<file path="src/hw/flm_defs.svh">
// flm register bank: register indices, field positions, address windows
// assumes every flm design file that uses its macros includes it by its bare name
`ifndef FLM_DEFS_SVH
`define FLM_DEFS_SVH
`define FLM_IX_CLKDIV 5'h00
`define FLM_IX_SEC 5'h01
`define FLM_IX_CMDIX 5'h02
`define FLM_IX_ECCIX 5'h03
`define FLM_IX_CNFG 5'h04
`define FLM_IX_ERCNFG 5'h05
`define FLM_IX_STAT 5'h06
`define FLM_IX_ERSTAT 5'h07
`define FLM_IX_PPROT 5'h08
`define FLM_IX_DPROT 5'h09
`define FLM_IX_CMDHI 5'h0A
`define FLM_IX_CMDLO 5'h0B
`define FLM_IX_RSV0 5'h0C
`define FLM_IX_RSV1 5'h0D
`define FLM_IX_ECCHI 5'h0E
`define FLM_IX_ECCLO 5'h0F
`define FLM_IX_OPT 5'h10
`define FLM_IX_RSV2 5'h11
`define FLM_IX_RSV3 5'h12
`define FLM_IX_RSV4 5'h13
`define FLM_ST_COMMAND_COMPLETE_FLAG 7
`define FLM_ST_ACCESS_ERROR 5
`define FLM_ST_PROTECTION_VIOLATION 4
`define FLM_ST_BUSY 3
`define FLM_PP_OPEN 7
`define FLM_PP_HDIS 5
`define FLM_PP_LDIS 2
`define FLM_DIV_LOADED 7
`define FLM_M_DIV 8'h7F
`define FLM_M_IX 8'h07
`define FLM_M_CNFG 8'h93
`define FLM_M_ERR 8'h03
`define FLM_M_PPROT 8'hBF
`define FLM_M_DPROT 8'h9F
`define FLM_SEC_DBL 8'hFF
`define FLM_MG_DBL 2'h3
`define FLM_PFL_BASE 23'h7E_0000
`define FLM_PFL_TOP 23'h7F_FFFF
`define FLM_LOW_BASE 23'h7F_8000
`define FLM_KEY_BASE 23'h7F_FF00
`define FLM_KEY_LAST 23'h7F_FF07
`define FLM_CFG_RSVL 23'h7F_FF0B
`define FLM_CFG_PPROT 23'h7F_FF0C
`define FLM_CFG_DPROT 23'h7F_FF0D
`define FLM_CFG_OPT 23'h7F_FF0E
`define FLM_CFG_SEC 23'h7F_FF0F
`define FLM_ID_BASE 23'h40_0000
`define FLM_ID_LAST 23'h40_0007
`define FLM_VER_BASE 23'h40_00E8
`define FLM_VER_LAST 23'h40_00E9
`define FLM_ONCE_BASE 23'h40_0100
`define FLM_ONCE_LAST 23'h40_013F
`define FLM_DFL_BASE 23'h10_0000
`define FLM_DFL_LAST 23'h10_1FFF
`define FLM_DIFR_BASE 23'h12_0000
`define FLM_DIFR_LAST 23'h12_007F
`define FLM_RAM_BASE 23'h12_3D00
`define FLM_RAM_LAST 23'h12_3FFF
`endif

</file>
<file path="src/hw/flm_pkg.sv">
// flm shared types: reset sequence states, config byte codes
// assumes compilation before every flm file
package flm_pkg;
  typedef logic [22:0] flm_gaddr_t;
  typedef enum logic [2:0] {
    FLM_RST_HOLD = 3'h1,
    FLM_RST_LOAD = 3'h2,
    FLM_RST_DONE = 3'h4
  } flm_rst_t;
  typedef enum logic [2:0] {
    FLM_CF_NONE = 3'h0,
    FLM_CF_KEY = 3'h1,
    FLM_CF_RSVD = 3'h2,
    FLM_CF_PPROT = 3'h3,
    FLM_CF_DPROT = 3'h4,
    FLM_CF_OPT = 3'h5,
    FLM_CF_SEC = 3'h6
  } flm_cfg_t;
endpackage

</file>
<file path="src/hw/flm_if.sv">
// flm carriers between bank, reset loader and address decoder
// assumes one instance of each inside flm_regs_top
`timescale 1ns/1ns
interface flm_cfg_if;
  logic valid, dbl_fault, load, done;
  logic [7:0] sec_byte, opt_byte, sec, opt;
  modport seq (input valid, dbl_fault, sec_byte, opt_byte, output load, done, sec, opt);
  modport bank (output valid, dbl_fault, sec_byte, opt_byte, input load, done, sec, opt);
endinterface

interface flm_dec_if;
  flm_pkg::flm_gaddr_t addr;
  flm_pkg::flm_cfg_t field;
  logic write, pifr_vis, difr_vis, ram_vis;
  logic [2:0] prot_act;
  logic pfl, dfl, pifr, difr, ram, wr_en, prot_hit;
  modport dec (input addr, write, pifr_vis, difr_vis, ram_vis, prot_act,
    output field, pfl, dfl, pifr, difr, ram, wr_en, prot_hit);
  modport user (output addr, write, pifr_vis, difr_vis, ram_vis, prot_act,
    input field, pfl, dfl, pifr, difr, ram, wr_en, prot_hit);
endinterface

</file>
<file path="src/hw/flm_addr_dec.sv">
// flm global address decoder for flash, info rows and scratch ram
// assumes the address is stable for the whole access
`timescale 1ns/1ns
`include "flm_defs.svh"
module flm_addr_dec #(
  parameter int LOW_SIZE = 16384,
  parameter int HIGH_SIZE = 16384
) (
  flm_dec_if.dec d
);
  localparam flm_pkg::flm_gaddr_t LOW_END = 23'(`FLM_LOW_BASE + LOW_SIZE);
  localparam flm_pkg::flm_gaddr_t HIGH_BEG = 23'(`FLM_PFL_TOP - HIGH_SIZE + 1);
  initial begin
    if (LOW_SIZE < 0 || HIGH_SIZE < 0 || LOW_SIZE + HIGH_SIZE > 32768)
      $error("protection region sizes overlap");
  end
  wire in_pfl = d.addr >= `FLM_PFL_BASE;
  wire in_key = d.addr >= `FLM_KEY_BASE && d.addr <= `FLM_KEY_LAST;
  wire in_rsv = d.addr > `FLM_KEY_LAST && d.addr <= `FLM_CFG_RSVL;
  wire in_id = d.addr >= `FLM_ID_BASE && d.addr <= `FLM_ID_LAST;
  wire in_ver = d.addr >= `FLM_VER_BASE && d.addr <= `FLM_VER_LAST;
  wire in_once = d.addr >= `FLM_ONCE_BASE && d.addr <= `FLM_ONCE_LAST;
  wire in_low = in_pfl && d.addr >= `FLM_LOW_BASE && d.addr < LOW_END;
  wire in_high = in_pfl && d.addr >= HIGH_BEG;
  wire in_rem = in_pfl && !in_low && !in_high;
  // info and ram windows gated by visibility, hidden ones select nothing
  assign d.pfl = in_pfl;
  assign d.dfl = d.addr >= `FLM_DFL_BASE && d.addr <= `FLM_DFL_LAST;
  assign d.pifr = d.pifr_vis && (in_id || in_ver || in_once);
  assign d.difr = d.difr_vis && d.addr >= `FLM_DIFR_BASE
    && d.addr <= `FLM_DIFR_LAST;
  assign d.ram = d.ram_vis && d.addr >= `FLM_RAM_BASE
    && d.addr <= `FLM_RAM_LAST;
  assign d.wr_en = d.write && (d.pfl || d.dfl || d.pifr || d.difr || d.ram);
  assign d.prot_hit = d.write && ((in_low && d.prot_act[0])
    || (in_high && d.prot_act[1]) || (in_rem && d.prot_act[2]));
  // config field byte classification
  assign d.field = in_key ? flm_pkg::FLM_CF_KEY :
    in_rsv ? flm_pkg::FLM_CF_RSVD :
    d.addr == `FLM_CFG_PPROT ? flm_pkg::FLM_CF_PPROT :
    d.addr == `FLM_CFG_DPROT ? flm_pkg::FLM_CF_DPROT :
    d.addr == `FLM_CFG_OPT ? flm_pkg::FLM_CF_OPT :
    d.addr == `FLM_CFG_SEC ? flm_pkg::FLM_CF_SEC : flm_pkg::FLM_CF_NONE;
endmodule

</file>
<file path="src/hw/flm_regs_top.sv">
// flm top: apb register bank, reset loader and address decoder
// assumes an apb master on clk_sys and controller logic on clk_sys
`timescale 1ns/1ns
`include "flm_defs.svh"
module flm_regs_top #(
  parameter int CMD_DEPTH = 8,
  parameter int LOW_SIZE = 16384,
  parameter int HIGH_SIZE = 16384
) (
  input wire logic clk_sys,
  input wire logic rst_n,
  input wire logic psel,
  input wire logic penable,
  input wire logic pwrite,
  input wire logic [6:0] paddr,
  input wire logic [31:0] pwdata,
  output logic [31:0] prdata,
  output logic pready,
  output logic pslverr,
  input wire logic [22:0] mem_addr,
  input wire logic mem_write,
  input wire logic program_info_visible,
  input wire logic data_info_visible,
  input wire logic scratch_ram_visible,
  output logic pflash_sel,
  output logic dflash_sel,
  output logic pinfo_sel,
  output logic dinfo_sel,
  output logic scratch_sel,
  output logic [2:0] cfg_field,
  output logic mem_wr_en,
  output logic prot_hit,
  input wire logic cfg_valid,
  input wire logic cfg_dbl_fault,
  input wire logic [7:0] cfg_sec_byte,
  input wire logic [7:0] cfg_opt_byte,
  input wire logic [7:0] cfg_pprot_byte,
  input wire logic [7:0] cfg_dprot_byte,
  input wire logic cmd_done,
  input wire logic [1:0] cmd_status,
  input wire logic controller_busy,
  input wire logic access_error_set,
  input wire logic protection_violation_set,
  input wire logic single_fault_set,
  input wire logic double_fault_set,
  input wire logic [15:0] ecc_result,
  input wire logic [2:0] ctrl_index,
  output logic [15:0] ctrl_word,
  output logic cmd_launch,
  output logic [6:0] divider_value,
  output logic [7:0] module_config,
  output logic [7:0] error_irq_config,
  output logic [7:0] security_state,
  output logic [2:0] ecc_result_index
);
  initial begin
    if (CMD_DEPTH < 1 || CMD_DEPTH > 8)
      $error("command object depth must be 1 to 8");
  end

  flm_cfg_if cfg ();
  flm_dec_if dec ();

  logic [7:0] div_q, cnfg_q, ercnfg_q, pprot_q, dprot_q, rd_mux;
  logic [2:0] idx_q, eix_q;
  logic command_complete_flag_q, access_error_q, protection_violation_q, sfd_q, dfd_q, launch_q;
  logic [1:0] controller_status_q;
  logic [31:0] prdata_q;
  logic [15:0] cmd_obj_q [CMD_DEPTH];
  logic [15:0] ctrl_word_q;

  // apb phases, zero wait states
  wire setup = psel && !penable;
  wire acc = psel && penable;
  wire [4:0] ix = paddr[6:2];
  wire mapped = paddr[1:0] == 2'h0 && ix <= `FLM_IX_RSV4;
  wire wr = acc && pwrite && mapped;
  wire rd_setup = setup && !pwrite && mapped;
  wire [7:0] wd = pwdata[7:0];

  // per register write strobes
  wire wr_div = wr && ix == `FLM_IX_CLKDIV;
  wire wr_ix = wr && ix == `FLM_IX_CMDIX && command_complete_flag_q;
  wire wr_eix = wr && ix == `FLM_IX_ECCIX;
  wire wr_cnfg = wr && ix == `FLM_IX_CNFG;
  wire wr_ercnfg = wr && ix == `FLM_IX_ERCNFG;
  wire wr_stat = wr && ix == `FLM_IX_STAT;
  wire wr_erstat = wr && ix == `FLM_IX_ERSTAT;
  wire wr_pprot = wr && ix == `FLM_IX_PPROT;
  wire wr_dprot = wr && ix == `FLM_IX_DPROT;
  wire wr_hi = wr && ix == `FLM_IX_CMDHI && command_complete_flag_q;
  wire wr_lo = wr && ix == `FLM_IX_CMDLO && command_complete_flag_q;
  wire is_rsv = ix == `FLM_IX_RSV0 || ix == `FLM_IX_RSV1 || ix == `FLM_IX_RSV2
    || ix == `FLM_IX_RSV3 || ix == `FLM_IX_RSV4;

  // launch when software writes one to complete flag with no errors
  wire launch = wr_stat && wd[`FLM_ST_COMMAND_COMPLETE_FLAG] && command_complete_flag_q && !access_error_q && !protection_violation_q;
  wire clr_acc = wr_stat && wd[`FLM_ST_ACCESS_ERROR];
  wire clr_fpv = wr_stat && wd[`FLM_ST_PROTECTION_VIOLATION];
  wire [7:0] stat_rd = {command_complete_flag_q, 1'b0, access_error_q, protection_violation_q,
    controller_busy, 1'b0, controller_status_q};

  // read multiplexer, reserved and unmapped read zero
  always_comb begin
    rd_mux = 8'h00;
    case (ix)
      `FLM_IX_CLKDIV: rd_mux = div_q;
      `FLM_IX_SEC: rd_mux = cfg.sec;
      `FLM_IX_CMDIX: rd_mux = {5'h00, idx_q};
      `FLM_IX_ECCIX: rd_mux = {5'h00, eix_q};
      `FLM_IX_CNFG: rd_mux = cnfg_q;
      `FLM_IX_ERCNFG: rd_mux = ercnfg_q;
      `FLM_IX_STAT: rd_mux = stat_rd;
      `FLM_IX_ERSTAT: rd_mux = {6'h00, dfd_q, sfd_q};
      `FLM_IX_PPROT: rd_mux = pprot_q;
      `FLM_IX_DPROT: rd_mux = dprot_q;
      `FLM_IX_CMDHI: rd_mux = cmd_obj_q[idx_q][15:8];
      `FLM_IX_CMDLO: rd_mux = cmd_obj_q[idx_q][7:0];
      `FLM_IX_ECCHI: rd_mux = ecc_result[15:8];
      `FLM_IX_ECCLO: rd_mux = ecc_result[7:0];
      `FLM_IX_OPT: rd_mux = cfg.opt;
      default: rd_mux = 8'h00;
    endcase
  end

  // read data captured in setup, held through access
  always_ff @(posedge clk_sys or negedge rst_n) begin
    if (!rst_n) prdata_q <= 32'h0000_0000;
    else if (setup) prdata_q <= rd_setup ? {24'h00_0000, rd_mux} : 32'h0000_0000;
  end

  // divider write once, loaded flag set by the write
  always_ff @(posedge clk_sys or negedge rst_n) begin
    if (!rst_n) div_q <= 8'h00;
    else if (wr_div && !div_q[`FLM_DIV_LOADED]) div_q <= 8'h80 | (wd & `FLM_M_DIV);
  end

  // index and configuration registers
  always_ff @(posedge clk_sys or negedge rst_n) begin
    if (!rst_n) begin
      idx_q <= 3'h0;
      eix_q <= 3'h0;
      cnfg_q <= 8'h00;
      ercnfg_q <= 8'h00;
    end else begin
      if (wr_ix) idx_q <= wd[2:0];
      if (wr_eix) eix_q <= wd[2:0];
      if (wr_cnfg) cnfg_q <= wd & `FLM_M_CNFG;
      if (wr_ercnfg) ercnfg_q <= wd & `FLM_M_ERR;
    end
  end

  // protection bytes loaded at reset end, writable bits after
  always_ff @(posedge clk_sys or negedge rst_n) begin
    if (!rst_n) begin
      pprot_q <= 8'h00;
      dprot_q <= 8'h00;
    end else if (cfg.load) begin
      pprot_q <= cfg_pprot_byte;
      dprot_q <= cfg_dprot_byte & `FLM_M_DPROT;
    end else begin
      if (wr_pprot) pprot_q <= (wd & `FLM_M_PPROT) | (pprot_q & ~`FLM_M_PPROT);
      if (wr_dprot) dprot_q <= wd & `FLM_M_DPROT;
    end
  end

  // status flags: set wins over clear
  always_ff @(posedge clk_sys or negedge rst_n) begin
    if (!rst_n) begin
      command_complete_flag_q <= 1'b0;
      access_error_q <= 1'b0;
      protection_violation_q <= 1'b0;
      sfd_q <= 1'b0;
      dfd_q <= 1'b0;
      controller_status_q <= 2'h0;
      launch_q <= 1'b0;
    end else begin
      if (cfg.load || cmd_done) command_complete_flag_q <= 1'b1;
      else if (launch) command_complete_flag_q <= 1'b0;
      access_error_q <= access_error_set || (access_error_q && !clr_acc);
      protection_violation_q <= protection_violation_set || (protection_violation_q && !clr_fpv);
      sfd_q <= single_fault_set || (sfd_q && !(wr_erstat && wd[0]));
      dfd_q <= double_fault_set || (dfd_q && !(wr_erstat && wd[1]));
      if (cfg.load) controller_status_q <= cfg_dbl_fault ? `FLM_MG_DBL : 2'h0;
      else if (cmd_done) controller_status_q <= cmd_status;
      else if (launch) controller_status_q <= 2'h0;
      launch_q <= launch;
    end
  end

  // command object entries, one per index
  genvar g;
  generate
    for (g = 0; g < CMD_DEPTH; g++) begin : g_obj
      always_ff @(posedge clk_sys or negedge rst_n) begin
        if (!rst_n) cmd_obj_q[g] <= 16'h0000;
        else if (idx_q == 3'(g)) begin
          if (wr_hi) cmd_obj_q[g][15:8] <= wd;
          if (wr_lo) cmd_obj_q[g][7:0] <= wd;
        end
      end
    end
  endgenerate

  // controller side read of the command object
  always_ff @(posedge clk_sys or negedge rst_n) begin
    if (!rst_n) ctrl_word_q <= 16'h0000;
    else ctrl_word_q <= cmd_obj_q[ctrl_index];
  end

  // reset loader hookup
  assign cfg.valid = cfg_valid;
  assign cfg.dbl_fault = cfg_dbl_fault;
  assign cfg.sec_byte = cfg_sec_byte;
  assign cfg.opt_byte = cfg_opt_byte;
  flm_rst_seq u_rst (
    .clk_sys(clk_sys),
    .rst_n(rst_n),
    .cfg(cfg)
  );

  // decoder hookup, regions active while their disable bit is clear
  assign dec.addr = mem_addr;
  assign dec.write = mem_write;
  assign dec.pifr_vis = program_info_visible;
  assign dec.difr_vis = data_info_visible;
  assign dec.ram_vis = scratch_ram_visible;
  assign dec.prot_act = {!pprot_q[`FLM_PP_OPEN], !pprot_q[`FLM_PP_HDIS],
    !pprot_q[`FLM_PP_LDIS]};
  flm_addr_dec #(
    .LOW_SIZE(LOW_SIZE),
    .HIGH_SIZE(HIGH_SIZE)
  ) u_dec (
    .d(dec)
  );

  // outputs
  assign prdata = prdata_q;
  assign pready = 1'b1;
  assign pslverr = 1'b0;
  assign pflash_sel = dec.pfl;
  assign dflash_sel = dec.dfl;
  assign pinfo_sel = dec.pifr;
  assign dinfo_sel = dec.difr;
  assign scratch_sel = dec.ram;
  assign cfg_field = dec.field;
  assign mem_wr_en = dec.wr_en;
  assign prot_hit = dec.prot_hit;
  assign ctrl_word = ctrl_word_q;
  assign cmd_launch = launch_q;
  assign divider_value = div_q[6:0];
  assign module_config = cnfg_q;
  assign error_irq_config = ercnfg_q;
  assign security_state = cfg.sec;
  assign ecc_result_index = eix_q;
endmodule

</file>
<file path="src/hw/flm_rst_seq.sv">
// flm reset loader: captures config phrase bytes, then marks completion
// assumes the array reader pulses valid once after reset
`timescale 1ns/1ns
`include "flm_defs.svh"
module flm_rst_seq (
  input wire logic clk_sys,
  input wire logic rst_n,
  flm_cfg_if.seq cfg
);
  flm_pkg::flm_rst_t state_q, state_d;
  logic [7:0] sec_q, opt_q;

  // hold until phrase arrives, one load cycle, then done
  always_comb begin
    state_d = state_q;
    case (state_q)
      flm_pkg::FLM_RST_HOLD: if (cfg.valid) state_d = flm_pkg::FLM_RST_LOAD;
      flm_pkg::FLM_RST_LOAD: state_d = flm_pkg::FLM_RST_DONE;
      flm_pkg::FLM_RST_DONE: state_d = flm_pkg::FLM_RST_DONE;
      default: state_d = flm_pkg::FLM_RST_HOLD;
    endcase
  end

  // security byte or all ones on double fault
  always_ff @(posedge clk_sys or negedge rst_n) begin
    if (!rst_n) begin
      state_q <= flm_pkg::FLM_RST_HOLD;
      sec_q <= `FLM_SEC_DBL;
      opt_q <= `FLM_SEC_DBL;
    end else begin
      state_q <= state_d;
      if (state_q == flm_pkg::FLM_RST_HOLD && cfg.valid) begin
        sec_q <= cfg.dbl_fault ? `FLM_SEC_DBL : cfg.sec_byte;
        opt_q <= cfg.opt_byte;
      end
    end
  end

  assign cfg.load = (state_q == flm_pkg::FLM_RST_LOAD);
  assign cfg.done = (state_q == flm_pkg::FLM_RST_DONE);
  assign cfg.sec = sec_q;
  assign cfg.opt = opt_q;
endmodule

</file>
<file path="config.mk">
export PLATFORM = sky130hd
export DESIGN_NAME = flm_regs_top
export DESIGN_NICKNAME = d
export VERILOG_FILES = /design/src/hw/flm_pkg.sv /design/src/hw/flm_if.sv /design/src/hw/flm_addr_dec.sv /design/src/hw/flm_regs_top.sv /design/src/hw/flm_rst_seq.sv
export VERILOG_INCLUDE_DIRS = /design/src /design/src/hw
export SDC_FILE = /design/constraint.sdc
export NUM_CORES = 1
export LEC_CHECK = 0
export BUFFER_PORTS_ARGS = -buffer_cell sky130_fd_sc_hd__clkbuf_2
export CORE_MARGIN = 1.5
export CORE_UTILIZATION = 40
export CTS_CLUSTER_DIAMETER = 40
export DETAILED_ROUTE_END_ITERATION = 6
export GPL_TIMING_DRIVEN = 1
export PLACE_DENSITY = 0.62
export SLEW_MARGIN = 20
export SYNTH_ARGS = -nofsm -noshare
export SYNTH_HDL_FRONTEND = slang
export SYNTH_SLANG_ARGS = --single-unit
</file>
<file path="constraint.sdc">
create_clock -name clk_sys -period 3.44 [get_ports clk_sys]
set_input_delay 0.344 -clock clk_sys [delete_from_list [all_inputs] [get_ports clk_sys]]
set_output_delay 0.344 -clock clk_sys [all_outputs]
set_load 0.01 [all_outputs]
</file>
==> results of run 1 <==
==> area by class of cell <==
type                    instances  area share
clock inverters                15      0.0184
well taps                     378      0.0347
repair buffers                195      0.0817
clock buffers                  41      0.0618
flip-flops and latches        213       0.392
multi-input cells             583       0.410
inverters                       4     0.00110
==> worst paths after layout <==
check                                  start          endpoint  slack [ns]  cells past startpoint
max                             mem_addr[19]         mem_wr_en        0.87                      7
min                        cfg_dprot_byte[2]        dprot_q[2]        0.02                      3
max reg2reg                         idx_q[0]         prdata[0]        0.94                      5
min reg2reg                         div_q[7]          div_q[7]        0.50                      1
max in group asynchronous              rst_n  u_rst.cfg.sec[6]        2.09                      3
min in group asynchronous              rst_n     ctrl_word[15]        0.43                      2
==> metrics by stage <==
step	area (µm²)	instances
after detailed placement	12500	1367
final	13600	1429
after global placement	12500	1367
after CTS	13600	1429
after global routing	13600	1429
after floorplan	11500	901
==> routing by layer <==
metal  wire [µm]  part of all wire  vias to the layer above
met5           0                 0                        -
met4         896             0.029                        0
met3        1850             0.060                       63
met2       14600              0.47                      244
met1       13500              0.44                     4105
li1            -                 -                     3526
==> what timing repair did <==
action / in CTS / in global routing
hold buffers: 6 / 0
endpoints found under the hold margin: 91 / 0
resized for setup: 0 / 0
==> sequential cells by signal, summed over array words and instances (netlist names) <==
name and flops:
dprot_q 6, ecc_result_index 3, cmd_obj_q 128, protection_violation_q 1, controller_status_q 2, idx_q 3, error_irq_config 2, div_q 8
ctrl_word 16, pprot_q 8, u_rst.cfg.opt 8, sfd_q 1, u_rst.state_q 3, access_error_q 1, u_rst.cfg.sec 8, cmd_launch 1
module_config 4, dfd_q 1, command_complete_flag_q 1, prdata 8
==> synthesized netlist by cell type (4+ instances only) <==
| library cell | instances |
|---|---|
| buf_2 | 13 |
| nor3_1 | 7 |
| nor2b_1 | 5 |
| clkbuf_1 | 35 |
| nand4_1 | 8 |
| buf_4 | 43 |
| nand3_1 | 13 |
| a32oi_1 | 4 |
| and3_1 | 9 |
| mux2i_1 | 36 |
| o22ai_1 | 4 |
| nand2b_1 | 9 |
| mux4_2 | 64 |
| a22oi_1 | 6 |
| dfrtp_1 | 196 |
| nand2_1 | 40 |
| nor4b_1 | 4 |
| inv_1 | 4 |
| o21ai_0 | 21 |
| a21oi_1 | 17 |
| nor4_1 | 5 |
| buf_1 | 10 |
| nor2_1 | 38 |
| a221oi_1 | 6 |
| a21o_1 | 4 |
| dfstp_2 | 17 |
| nor2_2 | 9 |
| mux2_2 | 175 |
| nand3b_1 | 5 |
| a222oi_1 | 4 |
==> kinds of logic (layout without fill, tap and decap cells) <==
group / count (synthesis) / after routing / share of synthesized area
xor gates and xnor gates: 2 / 2 / 0.00154
and+or+nand+nor: 178 / 178 / 0.0874
muxes: 277 / 277 / 0.334
buffers and inverters: 105 / 255 / 0.0503
DFF: 213 / 213 / 0.471
other: 2 / 36 / 0.000660
AOI/OAI and AO/OA: 90 / 90 / 0.0558
==> power breakdown <==
part           switching (mW)  internal [mW]  leakage, nW
combinational           0.435          0.338         2.92
clock                    1.16           2.17        0.528
sequential              0.181           2.78         2.86
total                    1.77           5.29         6.31
==> worst max-delay path, stage by stage <==
cell and delay (ns):
clkbuf_2 0.11, nor4_1 0.37, nand3_1 0.22, or3_1 0.38
a221oi_1 0.46, o41a_1 0.21, clkbuf_2 0.13
==> results_dict.tcl, run 1 <==
set metrics [dict create \
    status "complete, no violations" \
    report.final.hold_viol_count 0 \
    wl_per_cell_um 21.6 \
    ys_ff_latch 213 \
    regArea_um2 5350 \
    num_io_pins 227 \
    ys_types 66 \
    start_util 0.408 \
    clock.fmax_mhz 389 \
    endpoint_kind "output port" \
    post-route-util 0.490 \
    rsz0062_at_grt "no" \
    grt_pass1_wl_mm 48.2 \
    dieArea_um2 29400 \
    drtAntennaViolNets 0 \
    synth_area_leaders "dfrtp_1 43%, mux2_2 17%, mux4_2 13%, dfstp_2 3.9%, mux2i_1 3.2%" \
    peakVddDrop_mv 0.314 \
    crit_fanout 4 \
    antenna_found_initial 0 \
    p_per_area_nw_per_um2 518 \
    use_met1 0.301 \
    drt-pass1-iter-count 5 \
    fin_nets 1159 \
    final_cell_mix "195 x dfrtp_1, 175 x mux2_2, 163 x clkbuf_2, 64 x mux4_2, 40 x nand2_1" \
    worst_hold_slack_ns 0.0165 \
    grt_use_total 0.217 \
    io_buffers 164 \
    multi_input_area_um2 5600 \
    totalWireLength_mm 30.9 \
    grt_overflow 0 \
    synth_top_area_frac 0.431 \
    timing.setup.tns_ns 0 \
    synthArstFlopShare 1.00 \
    final_common_cell "dfrtp_1" \
    worstPathRequired_ns 3.10 \
    critPathArrivalTime_ns 2.23 \
    slew_headroom 0.324 \
    htree_levels 1 \
    finalMaxSlewViolations 0 \
    dr.first_iter.drc_count 599 \
    cts.sinks 213 \
    skew_ns 0.0113 \
    start_kind "primary input" \
    vias 7938 \
    synth_enable_flop_cells 0 \
    drc 0 \
    viasPerCell 5.55 \
    dp_hpwl_mm 21.4 \
    final.period_utilization 0.748 \
    fin_ws_ns 0.867 \
    drive_gt1_frac 0.488 \
    area_growth_pct 20.0 \
    clk_path_buf_depth 3 \
    yosysTopAreaCell "dfrtp_1" \
    p_leak_nw 6.31 \
    fp.dieH_um 172 \
    crit_type "primary input to output port" \
    synthCells 867 \
    grt_util_met2 0.353 \
    cts_tree "done" \
    yosysSeqAreaShare 0.471 \
    core_area_um2 27900 \
    cts.clk_slew.worst_paths_ns 0.06 \
    total_power_mw 7.07 \
    fillers 2470 \
    ys.warnings.count 0 \
    antenna_cells 0 \
    hp-class "primary input to flop" \
    drv_cap 0 \
    grt_max_degree 90 \
    syn_area_per_cell_um2 13.1 \
    fin_crit_ns 2.57 \
    cts-buffers-inserted 30 \
    syn-cell-area_um2 11400 \
    place_ws_ns 0.680 \
    synth_flop_cell "dfrtp_1" \
    ctsRootBufferMaster "clkbuf_16" \
    die_w_um 172 \
    use_met3 0.0327 \
    cts_setup_buffers 0 \
    rows 61 \
    clock_latency_ns 0.54 \
    finalSetupViolCount 0 \
    tightest_slew_ns 1.01 \
    gp_congestion 0.904 \
    grt_pass1_vias 8198 \
    busiest_layer "met2" \
]
(Power assumes the default switching activity.)
==> inputs of run 2 (changes only) <==
Clock period 3.44 ns to 2.5 ns, I/O delays scaled along.
==> results_dict.tcl, run 2 (same netlist as run 1, synthesis figures left out) <==
set metrics [dict create \
    status "complete, no violations" \
    skew_ns 0.0148 \
    report.final.hold_viol_count 0 \
    dr.first_iter.drc_count 433 \
    grt_pass1_vias 8536 \
    finalMaxSlewViolations 0 \
    crit_type "primary input to output port" \
    die_w_um 172 \
    busiest_layer "met2" \
    rows 61 \
    start_util 0.408 \
    clock.fmax_mhz 448 \
    path_buf_inv 2 \
    regMostFlops "cmd_obj_q" \
    grt_max_degree 67 \
    fin_nets 1225 \
    cts.clk_slew.worst_paths_ns 0.06 \
    dp_hpwl_mm 22.7 \
    total_power_mw 9.80 \
    worstPathCellList "clkbuf_2, nor4_2, nand3_1, or3_1, a221oi_1, o41a_1, clkbuf_2" \
    gp_congestion 0.913 \
    drt-pass1-iter-count 5 \
    crit_top_cell "clkbuf_2" \
    drc 0 \
    hp-class "primary input to flop" \
    finalSetupViolCount 0 \
    viasPerCell 5.47 \
    cts.sinks 213 \
    use_met1 0.306 \
    cts_tree "done" \
    io_buffers 164 \
    crit_family "simple AND/OR/NAND/NOR gates" \
    totalWireLength_mm 31.8 \
    drtAntennaViolNets 0 \
    rsz0062_at_grt "no" \
    place_ws_ns 0.118 \
    tightest_slew_ns 0.989 \
    grt_pass1_wl_mm 49.8 \
    clk_path_buf_depth 3 \
    num_io_pins 227 \
    timing.setup.tns_ns 0 \
    crit_fanout 4 \
    final.period_utilization 0.894 \
    htree_levels 1 \
    grt_overflow 0 \
    drv_cap 0 \
    fp.dieH_um 172 \
    use_met3 0.0318 \
    grt_use_total 0.224 \
    start_kind "primary input" \
    wl_per_cell_um 21.3 \
    fin_crit_ns 2.23 \
    worstPathRequired_ns 2.25 \
    cts_setup_buffers 0 \
    largest_register_ffs 128 \
    p_per_area_nw_per_um2 685 \
    endpoint_kind "output port" \
    peakVddDrop_mv 0.431 \
    clock_latency_ns 0.55 \
    dieArea_um2 29400 \
    cts-buffers-inserted 30 \
    p_leak_nw 6.64 \
    vias 8190 \
    grt_util_met2 0.367 \
    critPathArrivalTime_ns 1.98 \
    final_cell_mix "195 x dfrtp_1, 175 x mux2_2, 163 x clkbuf_2, 64 x mux4_2, 54 x buf_4" \
    post-route-util 0.513 \
    final_common_cell "dfrtp_1" \
    area_growth_pct 25.7 \
    slew_headroom 0.335 \
    fin_ws_ns 0.266 \
    core_area_um2 27900 \
    antenna_found_initial 1 \
    crit_slowest_cell "a221oi_1" \
    max_stage_delay_ns 0.40 \
    drive_gt1_frac 0.498 \
    ctsRootBufferMaster "clkbuf_16" \
]
## run 2: changes by cell type in the layout (fill, tap and decap cells not counted), sizes merged
cell         delta
buf            +36
dlygate4sd3    +30
clkinvlp        +2
inv             +2
clkinv          +2
diode           +1
bufinv          -1
clkbuf          -5
## run 2: worst paths after layout
| check | start | endpoint | slack (ns) | depth (start not counted) |
|---|---|---|---|---|
| hold / removal | cmd_status[1] | controller_status_q[1] | 0.03 | 3 |
| min in group asynchronous | rst_n | ctrl_word[10] | 0.26 | 2 |
| setup reg to reg | idx_q[0] | prdata[0] | 0.33 | 6 |
| setup / recovery | mem_addr[16] | mem_wr_en | 0.27 | 7 |
| hold reg to reg | div_q[7] | div_q[7] | 0.51 | 1 |
| max in group asynchronous | rst_n | u_rst.state_q[0] | 1.46 | 3 |
## run 2: worst min-delay path: cells and delay by family
kind	cells	cell delay, ns
AOI/OAI and AO/OA	2	0.19
buffers and inverters	1	0.08
## run 2: routing by layer
| metal | vias up | part of all wire |
|---|---|---|
| met5 | - | 0.00041 |
| met3 | 59 | 0.052 |
| met1 | 4226 | 0.43 |
| met4 | 2 | 0.031 |
| li1 | 3651 | - |
| met2 | 252 | 0.48 |
## run 2: cell type report
class | count | area (µm²)
clock buffers | 36 | 835
multi-input cells | 583 | 5600
clock inverters | 20 | 279
well taps | 378 | 473
flip-flops and latches | 213 | 5350
inverters | 4 | 15.0
fillers | 2448 | 13600
diodes | 1 | 2.50
repair buffers | 261 | 1740
## run 2: repair_timing
item | 4_1_cts | 5_1_grt
endpoints found under the hold margin | 96 | 0
endpoints found under the setup margin | 0 | 1
hold buffers | 36 | 0
resized for setup | 0 | 1
## run 2: power breakdown
group	switching [mW]	total (mW)	leakage (nW)	internal [mW]
sequential	0.248	4.08	2.86	3.83
combinational	0.620	1.12	3.24	0.505
clock	1.66	4.59	0.536	2.93
## run 2: metrics by stage
step	hold WS, ns	instance area (µm²)	std cells
floorplan	-0.0456	11500	901
global placement	0.295	12800	1403
detailed placement	0.286	12800	1403
CTS	0.00966	14300	1495
global route	0.0306	14300	1495
finish	0.0286	14300	1496
==> inputs of run 3 (changes only) <==
Settings changed: MAX_ROUTING_LAYER set to met4.
==> results_dict.tcl, run 3 (same netlist as run 1, synthesis figures left out) <==
set metrics [dict create \
    status "complete, no violations" \
    antenna_found_initial 1 \
    largest_register_ffs 128 \
    clock_latency_ns 0.55 \
    drtAntennaViolNets 0 \
    cts-buffers-inserted 31 \
    drv_cap 0 \
    report.final.hold_viol_count 0 \
    endpoint_kind "output port" \
    io_buffers 164 \
    reg2reg_slack_ns 0.32 \
    crit_top_cell "clkbuf_2" \
    dp_hpwl_mm 22.5 \
    critPathArrivalTime_ns 2.07 \
    finalMaxSlewViolations 0 \
    finalSetupViolCount 0 \
    cts.clk_slew.worst_paths_ns 0.06 \
    fp.dieH_um 172 \
    wl_per_cell_um 21.8 \
    dr.first_iter.drc_count 603 \
    clock.fmax_mhz 431 \
    antenna_cells 0 \
    totalWireLength_mm 32.5 \
    core_area_um2 27900 \
    timing.setup.tns_ns 0 \
    drc 0 \
    grt_max_degree 76 \
    fillers 2456 \
    worstPathRequired_ns 2.25 \
    cts_resized 0 \
    final_cell_mix "195 x dfrtp_1, 175 x mux2_2, 163 x clkbuf_2, 64 x mux4_2, 53 x buf_4" \
    gp_congestion 0.923 \
    crit_fanout 4 \
    start_kind "primary input" \
    cts.sinks 213 \
    grt_use_total 0.234 \
    cts_hold_buf 37 \
    rows 61 \
    worst_hold_slack_ns 0.0246 \
    slew_headroom 0.366 \
    start_util 0.408 \
    tightest_slew_ns 0.942 \
    num_io_pins 227 \
    numPlacedInstances 1401 \
    p_leak_nw 6.65 \
    drt-pass1-iter-count 5 \
    final.period_utilization 0.928 \
    grt_pass1_vias 8575 \
    fin_nets 1225 \
    grt_pass1_wl_mm 50.5 \
    area_growth_pct 25.6 \
    grt_overflow 0 \
    fin_crit_ns 2.32 \
    hp-class "primary input to flop" \
    htree_levels 1 \
    die_w_um 172 \
    cts_tree "done" \
    p_per_area_nw_per_um2 694 \
    regMostFlops "cmd_obj_q" \
    crit_type "primary input to output port" \
    max_stage_delay_ns 0.40 \
    skew_ns 0.0139 \
    clk_path_buf_depth 3 \
    final_common_cell "dfrtp_1" \
    path_buf_inv 2 \
    peakVddDrop_mv 0.445 \
    worstPathCellList "clkbuf_2, nor4_1, nand3_1, or3_1, a221oi_1, o41a_1, clkbuf_2" \
    fin_cells 1495 \
    viasPerCell 5.56 \
    crit_slowest_cell "nor4_1" \
    rsz0062_at_grt "no" \
    ctsRootBufferMaster "clkbuf_16" \
    crit_family "simple AND/OR/NAND/NOR gates" \
    drive_gt1_frac 0.496 \
    cts_setup_buffers 0 \
    vias 8309 \
    dieArea_um2 29400 \
]
## run 3: cell types whose count changed in the layout (fill, tap and decap cells not counted), moves of 2 or more
cell / previous run / this run
clkinv_2: 2 / 4
clkinv_4: 4 / 7
inv_6: 1 / 3
clkinvlp_4: 4 / 1
inv_8: 4 / 1
## run 3: layer usage
layer | GRT usage | up-vias | share of wire
met1 | 0.313 | 4300 | 0.44
met5 | - | - | 0
met4 | 0.0744 | 0 | 0.031
met3 | 0.0269 | 70 | 0.051
met2 | 0.375 | 280 | 0.48
li1 | - | 3659 | -
## run 3: path summary, 6_finish.rpt
path,from,end,cells after the start
min in group asynchronous,rst_n,cmd_obj_q[58],2
max in group asynchronous,rst_n,cmd_obj_q[38],3
worst max-delay path,mem_addr[19],mem_wr_en,7
worst min register to register,div_q[7],div_q[7],1
worst min-delay path,cfg_valid,u_rst.state_q[1],2
worst max register to register,idx_q[0],prdata[1],6
## run 3: per-stage QoR
stage / utilization / setup slack [ns] / cell area [µm²] / power, mW
global placement: 0.459 / 0.154 / 12800 / 5.19
floorplan: - / 0.427 / 11500 / 4.70
detailed placement: 0.459 / 0.135 / 12800 / 5.22
CTS: 0.513 / 0.177 / 14300 / 9.97
finish: 0.513 / 0.181 / 14300 / 9.91
global route: 0.513 / 0.0293 / 14300 / 10.3
## run 3: cell type report
cell class,count,area [µm²],share of cell area
inverter,4,15.0,0.00105
multi-input combinational,583,5600,0.392
sequential,213,5350,0.375
clock buffer,35,821,0.0575
timing repair buffer,260,1720,0.120
tap,378,473,0.0331
clock inverter,22,307,0.0215
## run 3: where the power goes
part / internal (mW) / switching, mW
Sequential: 3.83 / 0.249
Clock: 3.00 / 1.69
Combinational: 0.504 / 0.633
